[config.mk]
export PLATFORM = sky130hd
export DESIGN_NAME = power_mode_clock_control
export DESIGN_NICKNAME = d
export VERILOG_FILES = /design/src/hdl/pmc_pkg.sv /design/src/hdl/clk_div.sv /design/src/hdl/pin_sync.sv /design/src/hdl/power_mode_clock_control.sv
export VERILOG_INCLUDE_DIRS = /design/src /design/src/hdl
export SDC_FILE = /design/constraint.sdc
export NUM_CORES = 1
export LEC_CHECK = 0
export ABC_AREA = 1
export BUFFER_PORTS_ARGS = -buffer_cell sky130_fd_sc_hd__buf_2
export CORE_MARGIN = 8
export CORE_UTILIZATION = 40
export DETAILED_ROUTE_END_ITERATION = 12
export HOLD_SLACK_MARGIN = 0.05
export SYNTH_ARGS = -nofsm -noshare
export SYNTH_HDL_FRONTEND = slang
export SYNTH_SLANG_ARGS = --single-unit
[constraint.sdc]
create_clock -name clk_sys_in -period 5.6 [get_ports clk_sys_in]
set_input_delay 0.56 -clock clk_sys_in [delete_from_list [all_inputs] [get_ports clk_sys_in]]
set_output_delay 0.56 -clock clk_sys_in [all_outputs]
set_load 0.03 [all_outputs]
[src/hdl/pmc_defines.svh]
// register offsets, field positions, reset values and counts for the power/clock controller
`ifndef PMC_DEFINES_SVH
`define PMC_DEFINES_SVH

`define PMC_ADDR_W          5
`define PMC_OFF_PLL_CONTROL_REGISTER     5'h00
`define PMC_OFF_DIVIDER     5'h04
`define PMC_OFF_REGULATOR   5'h08
`define PMC_OFF_MODE        5'h0C
`define PMC_OFF_SYNC_MEM    5'h10
`define PMC_OFF_ASYNC_MEM   5'h14

`define PMC_PLL_BYPASS_BIT  0
`define PMC_PLL_MULT_LSB    1
`define PMC_PLL_MULT_MSB    6
`define PMC_PLL_OFF_BIT     7
`define PMC_PLL_MULT_RST    6'h0A
`define PMC_PLL_MULT_MAX    6'h3F

`define PMC_SSEL_LSB        0
`define PMC_SSEL_MSB        3
`define PMC_CSEL_LSB        4
`define PMC_CSEL_MSB        5
`define PMC_SSEL_RST        4'h5
`define PMC_SSEL_MIN        4'h2
`define PMC_CSEL_RST        2'h0

`define PMC_REGULATOR_FREQUENCY_FIELD_LSB        0
`define PMC_REGULATOR_FREQUENCY_FIELD_MSB        1
`define PMC_REGULATOR_FREQUENCY_FIELD_RST        2'h3
`define PMC_REGULATOR_FREQUENCY_FIELD_OFF        2'h0
`define PMC_VR_SPARE_LSB    2
`define PMC_VR_SPARE_MSB    7
`define PMC_VR_SPARE_RST    6'h00

`define PMC_CMD_SLEEP       2'h1
`define PMC_CMD_DEEP_SLEEP  2'h2
`define PMC_CLOCK_OUTPUT_PIN_EN_BIT   0

`define PMC_SYNC_STAGES     3
`define PMC_WAKE_W          5

`endif

[src/hdl/pmc_pkg.sv]
// types shared by the power-mode and clock control design
package pmc_pkg;

    typedef enum logic [2:0] {
        MODE_FULL_ON    = 3'b000,
        MODE_ACTIVE     = 3'b001,
        MODE_SLEEP      = 3'b010,
        MODE_DEEP_SLEEP = 3'b011,
        MODE_HIBERNATE  = 3'b100
    } power_mode_t;

endpackage

[src/hdl/clk_div.sv]
// tick divider: enable pulse and clock level, ratio taken only at a period boundary
`timescale 1ns/100ps
`default_nettype none
module clk_div (
    input  wire logic       clk_in,
    input  wire logic       rst_in,
    input  wire logic       tick_in,
    input  wire logic [3:0] ratio_in,
    output logic            en_out,
    output logic            level_out
);
    logic [3:0] cnt_r;
    logic [3:0] ratio_r;
    wire        last    = (cnt_r == ratio_r - 4'h1);
    wire  [3:0] cnt_nxt = last ? 4'h0 : cnt_r + 4'h1;
    // widened so a ratio of 15 does not wrap to a zero high time
    wire  [3:0] half    = 4'((5'(ratio_r) + 5'h01) >> 1);

    always_ff @(posedge clk_in) begin
        if (rst_in) begin
            cnt_r     <= 4'h0;
            ratio_r   <= 4'h1;
            en_out    <= 1'b0;
            level_out <= 1'b0;
        end else begin
            en_out <= tick_in & last;
            if (tick_in) begin
                cnt_r <= cnt_nxt;
                // new ratio only at wrap so no runt period appears
                if (last) begin
                    ratio_r <= ratio_in;
                end
                if (ratio_r == 4'h1) begin
                    level_out <= ~level_out;
                end else begin
                    level_out <= (cnt_nxt < half);
                end
            end
        end
    end
endmodule
`default_nettype wire

[src/hdl/pin_sync.sv]
// three-stage synchroniser for pin inputs, change accepted when stages two and three agree
`timescale 1ns/100ps
`default_nettype none
module pin_sync #(
    parameter int          WIDTH     = 1,
    parameter logic [31:0] RESET_VAL = 32'h0000_0000
) (
    input  wire logic             clk_in,
    input  wire logic             rst_in,
    input  wire logic [WIDTH-1:0] pin_in,
    output logic      [WIDTH-1:0] level_out
);
    logic [WIDTH-1:0] s1_r;
    logic [WIDTH-1:0] s2_r;
    logic [WIDTH-1:0] s3_r;
    wire  [WIDTH-1:0] agree = ~(s2_r ^ s3_r);
    wire  [WIDTH-1:0] rst_v = RESET_VAL[WIDTH-1:0];

    always_ff @(posedge clk_in) begin
        if (rst_in) begin
            s1_r      <= rst_v;
            s2_r      <= rst_v;
            s3_r      <= rst_v;
            level_out <= rst_v;
        end else begin
            s1_r      <= pin_in;
            s2_r      <= s1_r;
            s3_r      <= s2_r;
            level_out <= (agree & s3_r) | (~agree & level_out);
        end
    end
endmodule
`default_nettype wire

[src/hdl/power_mode_clock_control.sv]
// power-mode sequencing, clock division and register slave of the clock/power controller
//
// Contract
// - deep sleep gates core and system clocks
// - deep sleep blocks asynchronous resource access
// - deep sleep exits only on reset/RTC
// - RTC interrupt in deep sleep gives active
// - reset in deep sleep gives full-on
// - frequency field 00 enters hibernate, supply off
// - hibernate tri-states the external pins
// - listed wake sources end hibernate
// - RTC or reset wake starts reset sequence
// - hibernate keeps only regulator and RTC registers
// - PLL multiplier programmable from 1 to 63
// - divider write changes clocks on the fly
// - clock pin off until memory controls enable
// - peripherals run from the system clock
// - system select is ratio 2..15, default 5
// - system select change needs no relock
// - core select 1/2/4/8, default 1
// - sleep wake checks bypass for target mode
// - active mode runs clocks at input rate
`timescale 1ns/100ps
`default_nettype none
`include "pmc_defines.svh"
module power_mode_clock_control
    import pmc_pkg::*;
(
    input  wire logic                   clk_sys_in,
    input  wire logic                   sys_rst_in,
    input  wire logic [`PMC_ADDR_W-1:0] avs_address_in,
    input  wire logic                   avs_read_in,
    input  wire logic                   avs_write_in,
    input  wire logic [31:0]            avs_writedata_in,
    output logic      [31:0]            avs_readdata_out,
    output logic                        avs_waitrequest_out,
    input  wire logic                   input_clock_in,
    input  wire logic                   reset_pin_n_in,
    input  wire logic                   rtc_irq_in,
    input  wire logic                   rtc_wakeup_in,
    input  wire logic                   sleep_wake_in,
    input  wire logic [`PMC_WAKE_W-1:0] hib_wake_in,
    output logic                        core_clk_en_out,
    output logic                        sys_clk_en_out,
    output logic                        clock_output_pin_out,
    output logic                        clock_output_oe_out,
    output logic                        pins_hiz_out,
    output logic                        vddint_on_out,
    output logic                        async_block_out,
    output logic                        hw_reset_out,
    output logic [5:0]                  pll_mult_out
);
    localparam int SYNC_W = `PMC_WAKE_W + 5;

    // pin synchronisation
    logic [SYNC_W-1:0] pins_s;
    pin_sync #(
        .WIDTH     (SYNC_W),
        .RESET_VAL (32'h0000_0002)
    ) u_pin_sync (
        .clk_in    (clk_sys_in),
        .rst_in    (sys_rst_in),
        .pin_in    ({hib_wake_in, sleep_wake_in, rtc_wakeup_in, rtc_irq_in, reset_pin_n_in, input_clock_in}),
        .level_out (pins_s)
    );
    wire                   in_clk_s   = pins_s[0];
    wire                   rst_pin_s  = pins_s[1];
    wire                   rtc_irq_s  = pins_s[2];
    wire                   rtc_wake_s = pins_s[3];
    wire                   slp_wake_s = pins_s[4];
    wire [`PMC_WAKE_W-1:0] hib_src_s  = pins_s[SYNC_W-1:5];
    logic in_clk_prev_r;
    logic rst_pin_prev_r;
    wire  in_tick     = in_clk_s & ~in_clk_prev_r;
    wire  rst_pin_evt = rst_pin_prev_r & ~rst_pin_s;
    // state and registers
    power_mode_t mode_r;
    power_mode_t mode_nxt;
    logic        bypass_r;
    logic        pll_off_r;
    logic [5:0]  mult_r;
    logic [3:0]  ssel_r;
    logic [1:0]  csel_r;
    logic [1:0]  regulator_frequency_field_r;
    logic [5:0]  vr_spare_r;
    logic        sync_clock_output_pin_r;
    logic        async_clock_output_pin_r;
    logic        wait_r;

    // bus decode
    wire running   = (mode_r == MODE_FULL_ON) | (mode_r == MODE_ACTIVE);
    wire wr_acc    = avs_write_in & ~wait_r & running;
    wire hit_pll   = (avs_address_in == `PMC_OFF_PLL_CONTROL_REGISTER);
    wire hit_div   = (avs_address_in == `PMC_OFF_DIVIDER);
    wire hit_vr    = (avs_address_in == `PMC_OFF_REGULATOR);
    wire hit_mode  = (avs_address_in == `PMC_OFF_MODE);
    wire hit_smem  = (avs_address_in == `PMC_OFF_SYNC_MEM);
    wire hit_amem  = (avs_address_in == `PMC_OFF_ASYNC_MEM);
    wire [5:0] wd_mult  = avs_writedata_in[`PMC_PLL_MULT_MSB:`PMC_PLL_MULT_LSB];
    wire [3:0] wd_ssel  = avs_writedata_in[`PMC_SSEL_MSB:`PMC_SSEL_LSB];
    wire [1:0] wd_regulator_frequency_field  = avs_writedata_in[`PMC_REGULATOR_FREQUENCY_FIELD_MSB:`PMC_REGULATOR_FREQUENCY_FIELD_LSB];
    wire [1:0] wd_cmd   = avs_writedata_in[1:0];
    wire       wd_byp   = avs_writedata_in[`PMC_PLL_BYPASS_BIT];
    wire       wd_off   = avs_writedata_in[`PMC_PLL_OFF_BIT];
    wire       hib_req  = wr_acc & hit_vr & (wd_regulator_frequency_field == `PMC_REGULATOR_FREQUENCY_FIELD_OFF);
    // sleep needs a live PLL, so it is refused while the PLL is off
    wire       slp_req  = wr_acc & hit_mode & (wd_cmd == `PMC_CMD_SLEEP) & ~pll_off_r;
    wire       deep_req = wr_acc & hit_mode & (wd_cmd == `PMC_CMD_DEEP_SLEEP);

    // wake decode
    wire in_deep   = (mode_r == MODE_DEEP_SLEEP);
    wire in_hib    = (mode_r == MODE_HIBERNATE);
    wire hib_any   = (|hib_src_s) | rtc_wake_s | rst_pin_evt;
    wire hib_wake  = in_hib & hib_any;
    wire deep_rtc  = in_deep & rtc_irq_s & ~rst_pin_evt;
    // volatile state is lost across hibernate; regulator control is kept
    wire soft_clr  = sys_rst_in | hib_wake;
    wire byp_set   = deep_rtc;
    wire byp_clr   = rst_pin_evt;

    always_comb begin
        mode_nxt = mode_r;
        unique case (mode_r)
            MODE_FULL_ON, MODE_ACTIVE: begin
                if (rst_pin_evt) begin
                    mode_nxt = MODE_FULL_ON;
                end else if (hib_req) begin
                    mode_nxt = MODE_HIBERNATE;
                end else if (slp_req) begin
                    mode_nxt = MODE_SLEEP;
                end else if (deep_req) begin
                    mode_nxt = MODE_DEEP_SLEEP;
                end else begin
                    mode_nxt = bypass_r ? MODE_ACTIVE : MODE_FULL_ON;
                end
            end
            MODE_SLEEP: begin
                if (rst_pin_evt) begin
                    mode_nxt = MODE_FULL_ON;
                end else if (slp_wake_s | rtc_irq_s) begin
                    mode_nxt = bypass_r ? MODE_ACTIVE : MODE_FULL_ON;
                end
            end
            MODE_DEEP_SLEEP: begin
                // any other event is ignored here
                if (rst_pin_evt) begin
                    mode_nxt = MODE_FULL_ON;
                end else if (rtc_irq_s) begin
                    mode_nxt = MODE_ACTIVE;
                end
            end
            MODE_HIBERNATE: begin
                if (hib_any) begin
                    mode_nxt = MODE_FULL_ON;
                end
            end
            default: begin
                mode_nxt = MODE_FULL_ON;
            end
        endcase
    end

    always_ff @(posedge clk_sys_in) begin
        if (sys_rst_in) begin
            mode_r         <= MODE_FULL_ON;
            in_clk_prev_r  <= 1'b0;
            rst_pin_prev_r <= 1'b1;
            hw_reset_out   <= 1'b0;
        end else begin
            mode_r         <= mode_nxt;
            in_clk_prev_r  <= in_clk_s;
            rst_pin_prev_r <= rst_pin_s;
            hw_reset_out   <= rst_pin_evt | (in_hib & rtc_wake_s);
        end
    end

    // volatile control registers
    always_ff @(posedge clk_sys_in) begin
        if (soft_clr) begin
            bypass_r       <= 1'b0;
            pll_off_r      <= 1'b0;
            mult_r         <= `PMC_PLL_MULT_RST;
            ssel_r         <= `PMC_SSEL_RST;
            csel_r         <= `PMC_CSEL_RST;
            sync_clock_output_pin_r  <= 1'b0;
            async_clock_output_pin_r <= 1'b0;
        end else begin
            if (byp_set) begin
                bypass_r <= 1'b1;
            end else if (byp_clr) begin
                bypass_r <= 1'b0;
            end else if (wr_acc & hit_pll & ~(pll_off_r & wd_off & ~wd_byp)) begin
                // leaving bypass is refused while the PLL is off unless the same write enables it
                bypass_r <= wd_byp | (pll_off_r & wd_off);
            end
            if (wr_acc & hit_pll) begin
                pll_off_r <= wd_off & (bypass_r | wd_byp);
                if (wd_mult != 6'h00) begin
                    mult_r <= wd_mult;
                end
            end
            if (wr_acc & hit_div) begin
                // takes effect without relock; dividers pick it up at wrap
                if (wd_ssel >= `PMC_SSEL_MIN) begin
                    ssel_r <= wd_ssel;
                end
                csel_r <= avs_writedata_in[`PMC_CSEL_MSB:`PMC_CSEL_LSB];
            end
            if (wr_acc & hit_smem) begin
                sync_clock_output_pin_r <= avs_writedata_in[`PMC_CLOCK_OUTPUT_PIN_EN_BIT];
            end
            if (wr_acc & hit_amem) begin
                async_clock_output_pin_r <= avs_writedata_in[`PMC_CLOCK_OUTPUT_PIN_EN_BIT];
            end
        end
    end

    // retained regulator control; frequency restored on wake so hibernate is not re-entered
    always_ff @(posedge clk_sys_in) begin
        if (sys_rst_in) begin
            regulator_frequency_field_r     <= `PMC_REGULATOR_FREQUENCY_FIELD_RST;
            vr_spare_r <= `PMC_VR_SPARE_RST;
        end else if (hib_wake) begin
            regulator_frequency_field_r     <= `PMC_REGULATOR_FREQUENCY_FIELD_RST;
        end else if (wr_acc & hit_vr) begin
            regulator_frequency_field_r     <= wd_regulator_frequency_field;
            vr_spare_r <= avs_writedata_in[`PMC_VR_SPARE_MSB:`PMC_VR_SPARE_LSB];
        end
    end

    // avalon slave: one wait cycle, then answer
    wire [31:0] rd_mux = hit_pll ? {24'h0, pll_off_r, mult_r, bypass_r} :
        hit_div  ? {26'h0, csel_r, ssel_r} :
        hit_vr   ? {24'h0, vr_spare_r, regulator_frequency_field_r} :
        hit_mode ? {29'h0, mode_r} :
        hit_smem ? {31'h0, sync_clock_output_pin_r} :
        hit_amem ? {31'h0, async_clock_output_pin_r} : 32'h0000_0000;
    always_ff @(posedge clk_sys_in) begin
        if (sys_rst_in) begin
            wait_r           <= 1'b1;
            avs_readdata_out <= 32'h0000_0000;
        end else begin
            wait_r           <= ~((avs_read_in | avs_write_in) & wait_r);
            avs_readdata_out <= (avs_read_in & wait_r) ? rd_mux : avs_readdata_out;
        end
    end
    assign avs_waitrequest_out = wait_r;

    // clock generation; PLL output modelled as one tick per system edge
    wire       core_run = running;
    wire       sys_run  = running | (mode_r == MODE_SLEEP);
    wire       src_tick = bypass_r ? in_tick : 1'b1;
    wire [3:0] core_div = bypass_r ? 4'h1 : (4'h1 << csel_r);
    wire [3:0] sys_div  = bypass_r ? 4'h1 : ssel_r;
    wire       clock_output_pin_en = sync_clock_output_pin_r | async_clock_output_pin_r;
    logic      core_en_d;
    logic      sys_en_d;
    logic      sys_lvl_d;

    clk_div u_core_div (
        .clk_in    (clk_sys_in),
        .rst_in    (soft_clr),
        .tick_in   (src_tick),
        .ratio_in  (core_div),
        .en_out    (core_en_d),
        .level_out ()
    );

    clk_div u_sys_div (
        .clk_in    (clk_sys_in),
        .rst_in    (soft_clr),
        .tick_in   (src_tick),
        .ratio_in  (sys_div),
        .en_out    (sys_en_d),
        .level_out (sys_lvl_d)
    );

    always_ff @(posedge clk_sys_in) begin
        if (sys_rst_in) begin
            core_clk_en_out      <= 1'b0;
            sys_clk_en_out       <= 1'b0;
            clock_output_pin_out <= 1'b0;
            clock_output_oe_out  <= 1'b0;
            pins_hiz_out         <= 1'b0;
            vddint_on_out        <= 1'b1;
            async_block_out      <= 1'b0;
            pll_mult_out         <= `PMC_PLL_MULT_RST;
        end else begin
            core_clk_en_out      <= core_en_d & core_run;
            sys_clk_en_out       <= sys_en_d & sys_run;
            // bypass runs at the input rate, so the pin follows the synced input clock
            clock_output_pin_out <= (bypass_r ? in_clk_s : sys_lvl_d) & sys_run & clock_output_pin_en;
            clock_output_oe_out  <= clock_output_pin_en & ~in_hib;
            pins_hiz_out         <= in_hib;
            vddint_on_out        <= ~in_hib;
            async_block_out      <= in_deep | in_hib;
            pll_mult_out         <= mult_r;
        end
    end
endmodule
`default_nettype wire

==> flow_metrics.env, run 1 <==
export IMPL_finalCritPeriodShare=0.400
export IMPL_synth_cells=596
export IMPL_worst_slew_pin_slew_ps=590
export IMPL_final_antenna_net_count=0
export IMPL_port_buffers=49
export IMPL_dp_hpwl_um=7320
export IMPL_drt_total_wl_um=10000
export IMPL_nFillCells=1177
export IMPL_place_inst=775
export IMPL_rsz0062_at_grt="false"
export IMPL_core_area_um2=11400
export IMPL_rows=39
export IMPL_r2r_start="u_sys_div.ratio_r[0]"
export IMPL_cts_sinks=111
export IMPL_n_antenna_cell=0
export IMPL_final_setup_tns_ps=0
export IMPL_die_y_um=124
export IMPL_gp_congestion=0.797
export IMPL_grt_pass1_wl_um=16500
export IMPL_critPathCapture="u_sys_div.level_out"
export IMPL_drive_above_1_share=0.151
export IMPL_maxCapViolCount=0
export IMPL_synth_area_leader_cell="dfxtp_1"
export IMPL_hp_class="input pin to register"
export IMPL_final_nets=703
export IMPL_dr_pass1_iters=4
export IMPL_synth_cell_types=39
export IMPL_drc=0
export IMPL_arrival_ps=2520
export IMPL_required_ps=5880
export IMPL_regToRegEndpoint="u_sys_div.level_out"
export IMPL_routed_via_density=4.67
export IMPL_syn_cell_area_um2=4680
export IMPL_critPathMaxStageDelay_ps=440
export IMPL_synth_warnings=0
export IMPL_cts_buffers=9
export IMPL_die_area_um2=15400
export IMPL_synth_seq_cells=111
export IMPL_slowest_stage="dfxtp_1"
export IMPL_first_global_vias=3509
export IMPL_vias=3691
export IMPL_initial_core_util=0.410
export IMPL_power_density_nw_per_um2=345
export IMPL_h_tree_depth=3
export IMPL_cp_end_kind="register"
export IMPL_p_leak_nw=2.39
export IMPL_crit_path_cell_trace="inv_1 > ha_1 > xnor2_1 > nor2_1 > nand3_2 > nand2_1 > inv_1 > ha_1 > a211oi_1 > nand2_1 > a21oi_1"
export IMPL_hold_viol_final=0
export IMPL_ff2ff_path_depth=11
export IMPL_globalRoute_totalOverflow=0
export IMPL_max_freq_mhz=446
export IMPL_crit_type="register to register"
export IMPL_status="finished, final reports clean"
export IMPL_ir_drop_v=0.000242
export IMPL_slew_viol_final=0
export IMPL_antenna_found_initial=2
export IMPL_cts_resized=0
export IMPL_cts_tree="built"
export IMPL_synth_top_area_share=0.475
export IMPL_finalNonFillerCells=791
export IMPL_start_kind="register"
export IMPL_setup_viol=0
export IMPL_wl_per_cell_um=12.7
export IMPL_grt_usage=0.136
export IMPL_ys_seq_area_frac=0.475
export IMPL_ios=98
export IMPL_area_delta_synth_final_pct=13.0
export IMPL_clock_latency_ps=350
export IMPL_cts_path_max_buffers=2
export IMPL_r2r_slack_ps=3360
export IMPL_post_route_min_period_ps=2240
export IMPL_critPathLaunch="u_sys_div.ratio_r[0]"
export IMPL_dr_first_iter_drc_count=175
export IMPL_path_clk_slew_ps=70
export IMPL_cts_root_buf="clkbuf_16"
export IMPL_slew_limit_headroom=0.605
export IMPL_ctsHoldBuffers=0
export IMPL_synth_area_per_cell_um2=7.85
export IMPL_path_max_fanout=6
export IMPL_chipWidth_um=124
export IMPL_grt_max_degree=45
export IMPL_clock_skew_ps=9.14
export IMPL_synthTopCellsByArea="dfxtp_1 (47%), inv_1 (7.2%), nor2_1 (6.9%)"
export IMPL_post_cts_buffers=0
## placed cells by master, fill, tap and decap left out, drive strengths merged, types with 9 or more instances in the layout
cell and instances:
dfxtp 111, inv 97, nor2 94, nand2 80, buf 52, a21oi 46, o21ai 45, conb 24
nand3 22, o211ai 11, ha 9, clkbuf 9
## synth_stat cells, drive strengths merged
master and count:
xnor2 8, o211ai 11, or2 5, clkbuf 9, a21oi 46, buf 30, o21ai 45, a41oi 1
conb 1, nor3 8, nand2 80, nand3 22, dfxtp 111, a211oi 6, a31oi 3, o22ai 1
nor2 94, nor4 1, ha 9, a311oi 1, xor2 6, inv 94, nand4 3, o41ai 1
## power by group
group	switching, mW	internal (mW)
Combinational	0.180	0.0917
Sequential	0.0326	0.826
Clock	0.298	0.398
Total	0.511	1.32
## flip-flops by register name, summed over array words and instances, names as in the netlist, 4 cells and up, named ones only
register / cells
u_sys_div.cnt_r: 4
u_core_div.cnt_r: 4
pll_mult_out: 6
ssel_r: 4
u_pin_sync.s1_r: 10
u_pin_sync.s3_r: 10
mult_r: 6
avs_readdata_out: 8
u_core_div.ratio_r: 4
u_pin_sync.s2_r: 10
vr_spare_r: 6
u_sys_div.ratio_r: 4
## final cells by class
| type | count | area (µm²) | share of cell area |
|---|---|---|---|
| Sequential cell | 111 | 2220 | 0.420 |
| Multi-Input combinational cell | 375 | 1940 | 0.366 |
| Inverter | 94 | 355 | 0.0672 |
| Timing Repair Buffer | 52 | 268 | 0.0507 |
| Clock buffer | 9 | 225 | 0.0426 |
| Tap cell | 143 | 179 | 0.0338 |
| Clock inverter | 7 | 101 | 0.0192 |
## per-layer routing
layer,share of wire,global-route usage,routed length (µm)
met1,0.45,0.160,4540
met4,0.012,0.0454,123
met3,0.053,0.0449,534
met5,0.0022,0,22
met2,0.48,0.229,4800
## worst max-delay path: cells and delay by family (launching register included)
kind,cells,cell delay (ps)
fa+ha+maj,2,620
simple gates,4,440
buf+inv,2,170
flops,1,440
xor+xnor,1,130
compound gates,2,380
## worst min path at each step
stage,start,end,slack (ps),depth (start not counted)
2_1_floorplan,u_pin_sync.s1_r[0],u_pin_sync.s2_r[0],390,2
3_3_place_gp,u_pin_sync.s1_r[4],u_pin_sync.s2_r[4],390,2
6_report,reset_pin_n_in,u_pin_sync.s1_r[1],390,2
5_1_grt,reset_pin_n_in,u_pin_sync.s1_r[1],370,2
4_1_cts,reset_pin_n_in,u_pin_sync.s1_r[1],380,2
3_5_place_dp,u_pin_sync.s1_r[8],u_pin_sync.s2_r[8],390,2
## through the flow
stage           util  setup slack, ps  power, mW  hold WS [ps]  cell area [µm²]
6_report       0.463             3360       1.83           394             5290
5_1_grt        0.463             3130       1.92           375             5290
4_1_cts        0.463             3330       1.84           381             5290
3_5_place_dp   0.434             3350       1.15           393             4960
3_3_place_gp   0.434             3380       1.14           390             4960
2_1_floorplan      -             3580       1.10           388             4770
## cells by family (layout without fill, tap and decap cells)
group                      after synthesis  in the layout  synth area share
xor gates and xnor gates                14             14            0.0262
other                                    1             24          0.000801
AOI/OAI and AO/OA                      115            115             0.142
and+or+nand+nor                        213            213             0.202
DFF                                    111            111             0.475
adders and majority gates                9              9            0.0241
buffers and inverters                  133            162             0.130
Note: power is estimated with default switching activity, not from simulation.
==> run 2, diff against run 1 <==
clock period = 2.2 ns   (was 5.6 ns; I/O delays follow)
==> flow_metrics.env, run 2 (synthesized netlist as in run 1, its figures left out) <==
export IMPL_status="finished, final reports clean"
export IMPL_cts_root_buf="clkbuf_16"
export IMPL_comb_power_share=0.168
export IMPL_switchingPower_mw=1.26
export IMPL_fin_area_um2=5310
export IMPL_dr_pass1_iters=4
export IMPL_final_nets=710
export IMPL_die_y_um=124
export IMPL_routed_via_density=4.58
export IMPL_ir_drop_v=0.000559
export IMPL_intPower_mw=3.17
export IMPL_drive_above_1_share=0.157
export IMPL_final_util=0.465
export IMPL_grt_usage=0.135
export IMPL_holdPathStages=3
export IMPL_required_ps=2470
export IMPL_chipWidth_um=124
export IMPL_cts_path_max_buffers=2
export IMPL_dp_hpwl_um=7380
export IMPL_area_delta_synth_final_pct=13.4
export IMPL_final_antenna_net_count=0
export IMPL_wl_per_cell_um=12.5
export IMPL_hp_class="input pin to register"
export IMPL_path_max_fanout=5
export IMPL_drt_total_wl_um=9980
export IMPL_pwr_share_seq=0.491
export IMPL_rows=39
export IMPL_ff2ff_path_depth=11
export IMPL_reg_top3="u_pin_sync.s1_r: 10 flops, u_pin_sync.s2_r: 10 flops, u_pin_sync.s3_r: 10 flops"
export IMPL_cp_end_kind="register"
export IMPL_gp_congestion=0.814
export IMPL_clkPwrFrac=0.341
export IMPL_first_global_vias=3559
export IMPL_drc=0
export IMPL_layout_common_cells="dfxtp_1 (111), inv_1 (90), nor2_1 (86), nand2_1 (78), buf_2 (49)"
export IMPL_nFillCells=1188
export IMPL_maxCapViolCount=0
export IMPL_clock_latency_ps=340
export IMPL_p_leak_nw=2.40
export IMPL_finalCritPeriodShare=0.924
export IMPL_h_tree_depth=3
export IMPL_core_area_um2=11400
export IMPL_post_route_min_period_ps=2030
export IMPL_crit_type="register to register"
export IMPL_layout_commonest_cell="dfxtp_1"
export IMPL_port_buffers=49
export IMPL_dr_first_iter_drc_count=183
export IMPL_start_kind="register"
export IMPL_grt_pass1_wl_um=16500
export IMPL_globalRoute_totalOverflow=0
export IMPL_ios=98
export IMPL_die_area_um2=15400
export IMPL_cts_buffers=9
export IMPL_setup_viol=0
export IMPL_place_area_um2=5000
export IMPL_clock_skew_ps=7.66
export IMPL_cts_sinks=111
export IMPL_cts_tree="built"
export IMPL_power_switching_share=0.285
export IMPL_grt_max_degree=34
export IMPL_antenna_found_initial=3
export IMPL_power_density_nw_per_um2=836
export IMPL_initial_core_util=0.410
export IMPL_max_freq_mhz=492
export IMPL_slew_viol_final=0
export IMPL_arrival_ps=2310
export IMPL_path_clk_slew_ps=70
export IMPL_vias=3663
export IMPL_hold_viol_final=0
run 2: final timing paths:
kind	from	endpoint	slack [ps]
worst min-delay path	rtc_irq_in	u_pin_sync.s1_r[2]	80
worst max register to register	u_sys_div.ratio_r[0]	u_sys_div.level_out	170
worst min register to register	u_pin_sync.s1_r[7]	u_pin_sync.s2_r[7]	400
worst max-delay path	u_sys_div.ratio_r[0]	u_sys_div.level_out	170
run 2: layout make-up:
cell class | instances | area (µm²) | area share
flip-flops and latches | 111 | 2220 | 0.419
multi-input cells | 375 | 1950 | 0.367
inverters | 94 | 355 | 0.0670
repair buffers | 59 | 323 | 0.0608
clock buffers | 12 | 246 | 0.0465
well taps | 143 | 179 | 0.0337
clock inverters | 4 | 30.0 | 0.00566
diodes | 1 | 2.50 | 0.000472
run 2: power by group through the flow:
| stage | Clock (mW) | Combinational (mW) | Sequential (mW) |
|---|---|---|---|
| 2_1_floorplan | 0 | 0.556 | 2.24 |
| 3_5_place_dp | 0 | 0.712 | 2.22 |
| 5_1_grt | 1.65 | 0.857 | 2.19 |
| 6_report | 1.51 | 0.747 | 2.18 |
| 3_3_place_gp | 0 | 0.699 | 2.22 |
| 4_1_cts | 1.56 | 0.715 | 2.18 |
run 2: timing repair:
item / 4_1_cts / 5_1_grt
resized for setup: 0 / 1
setup endpoints to repair: 0 / 1
hold buffers: 1 / 0
endpoints found under the hold margin: 1 / 0
setup buffers: 0 / 1
run 2: critical path, cell delays in order (launching register included):
cell and delay (ps):
dfxtp_1 310, inv_1 140, ha_4 230, xnor2_1 120, nor2_1 140, nand3_2 140, nand2_1 110, inv_1 50
ha_1 300, a211oi_1 240, nand2_1 80, a21oi_1 120
run 2: through the flow:
step / total power [mW] / hold slack, ps / TNS, ps / std cells / setup WS, ps
5_1_grt: 4.70 / 67.2 / -22.7 / 799 / -22.7
3_3_place_gp: 2.92 / 389 / 0 / 780 / 186
2_1_floorplan: 2.79 / 324 / 0 / 619 / 182
4_1_cts: 4.45 / 63.2 / 0 / 797 / 106
6_report: 4.44 / 75.1 / 0 / 799 / 166
3_5_place_dp: 2.93 / 393 / 0 / 780 / 138
run 2: routing by layer:
metal  GRT usage  part of all wire  up-vias
li1            -                 -     1946
met1       0.161              0.45     1631
met2       0.224              0.48       68
met3      0.0458             0.051       14
met4      0.0461             0.012        4
met5           0            0.0020        -
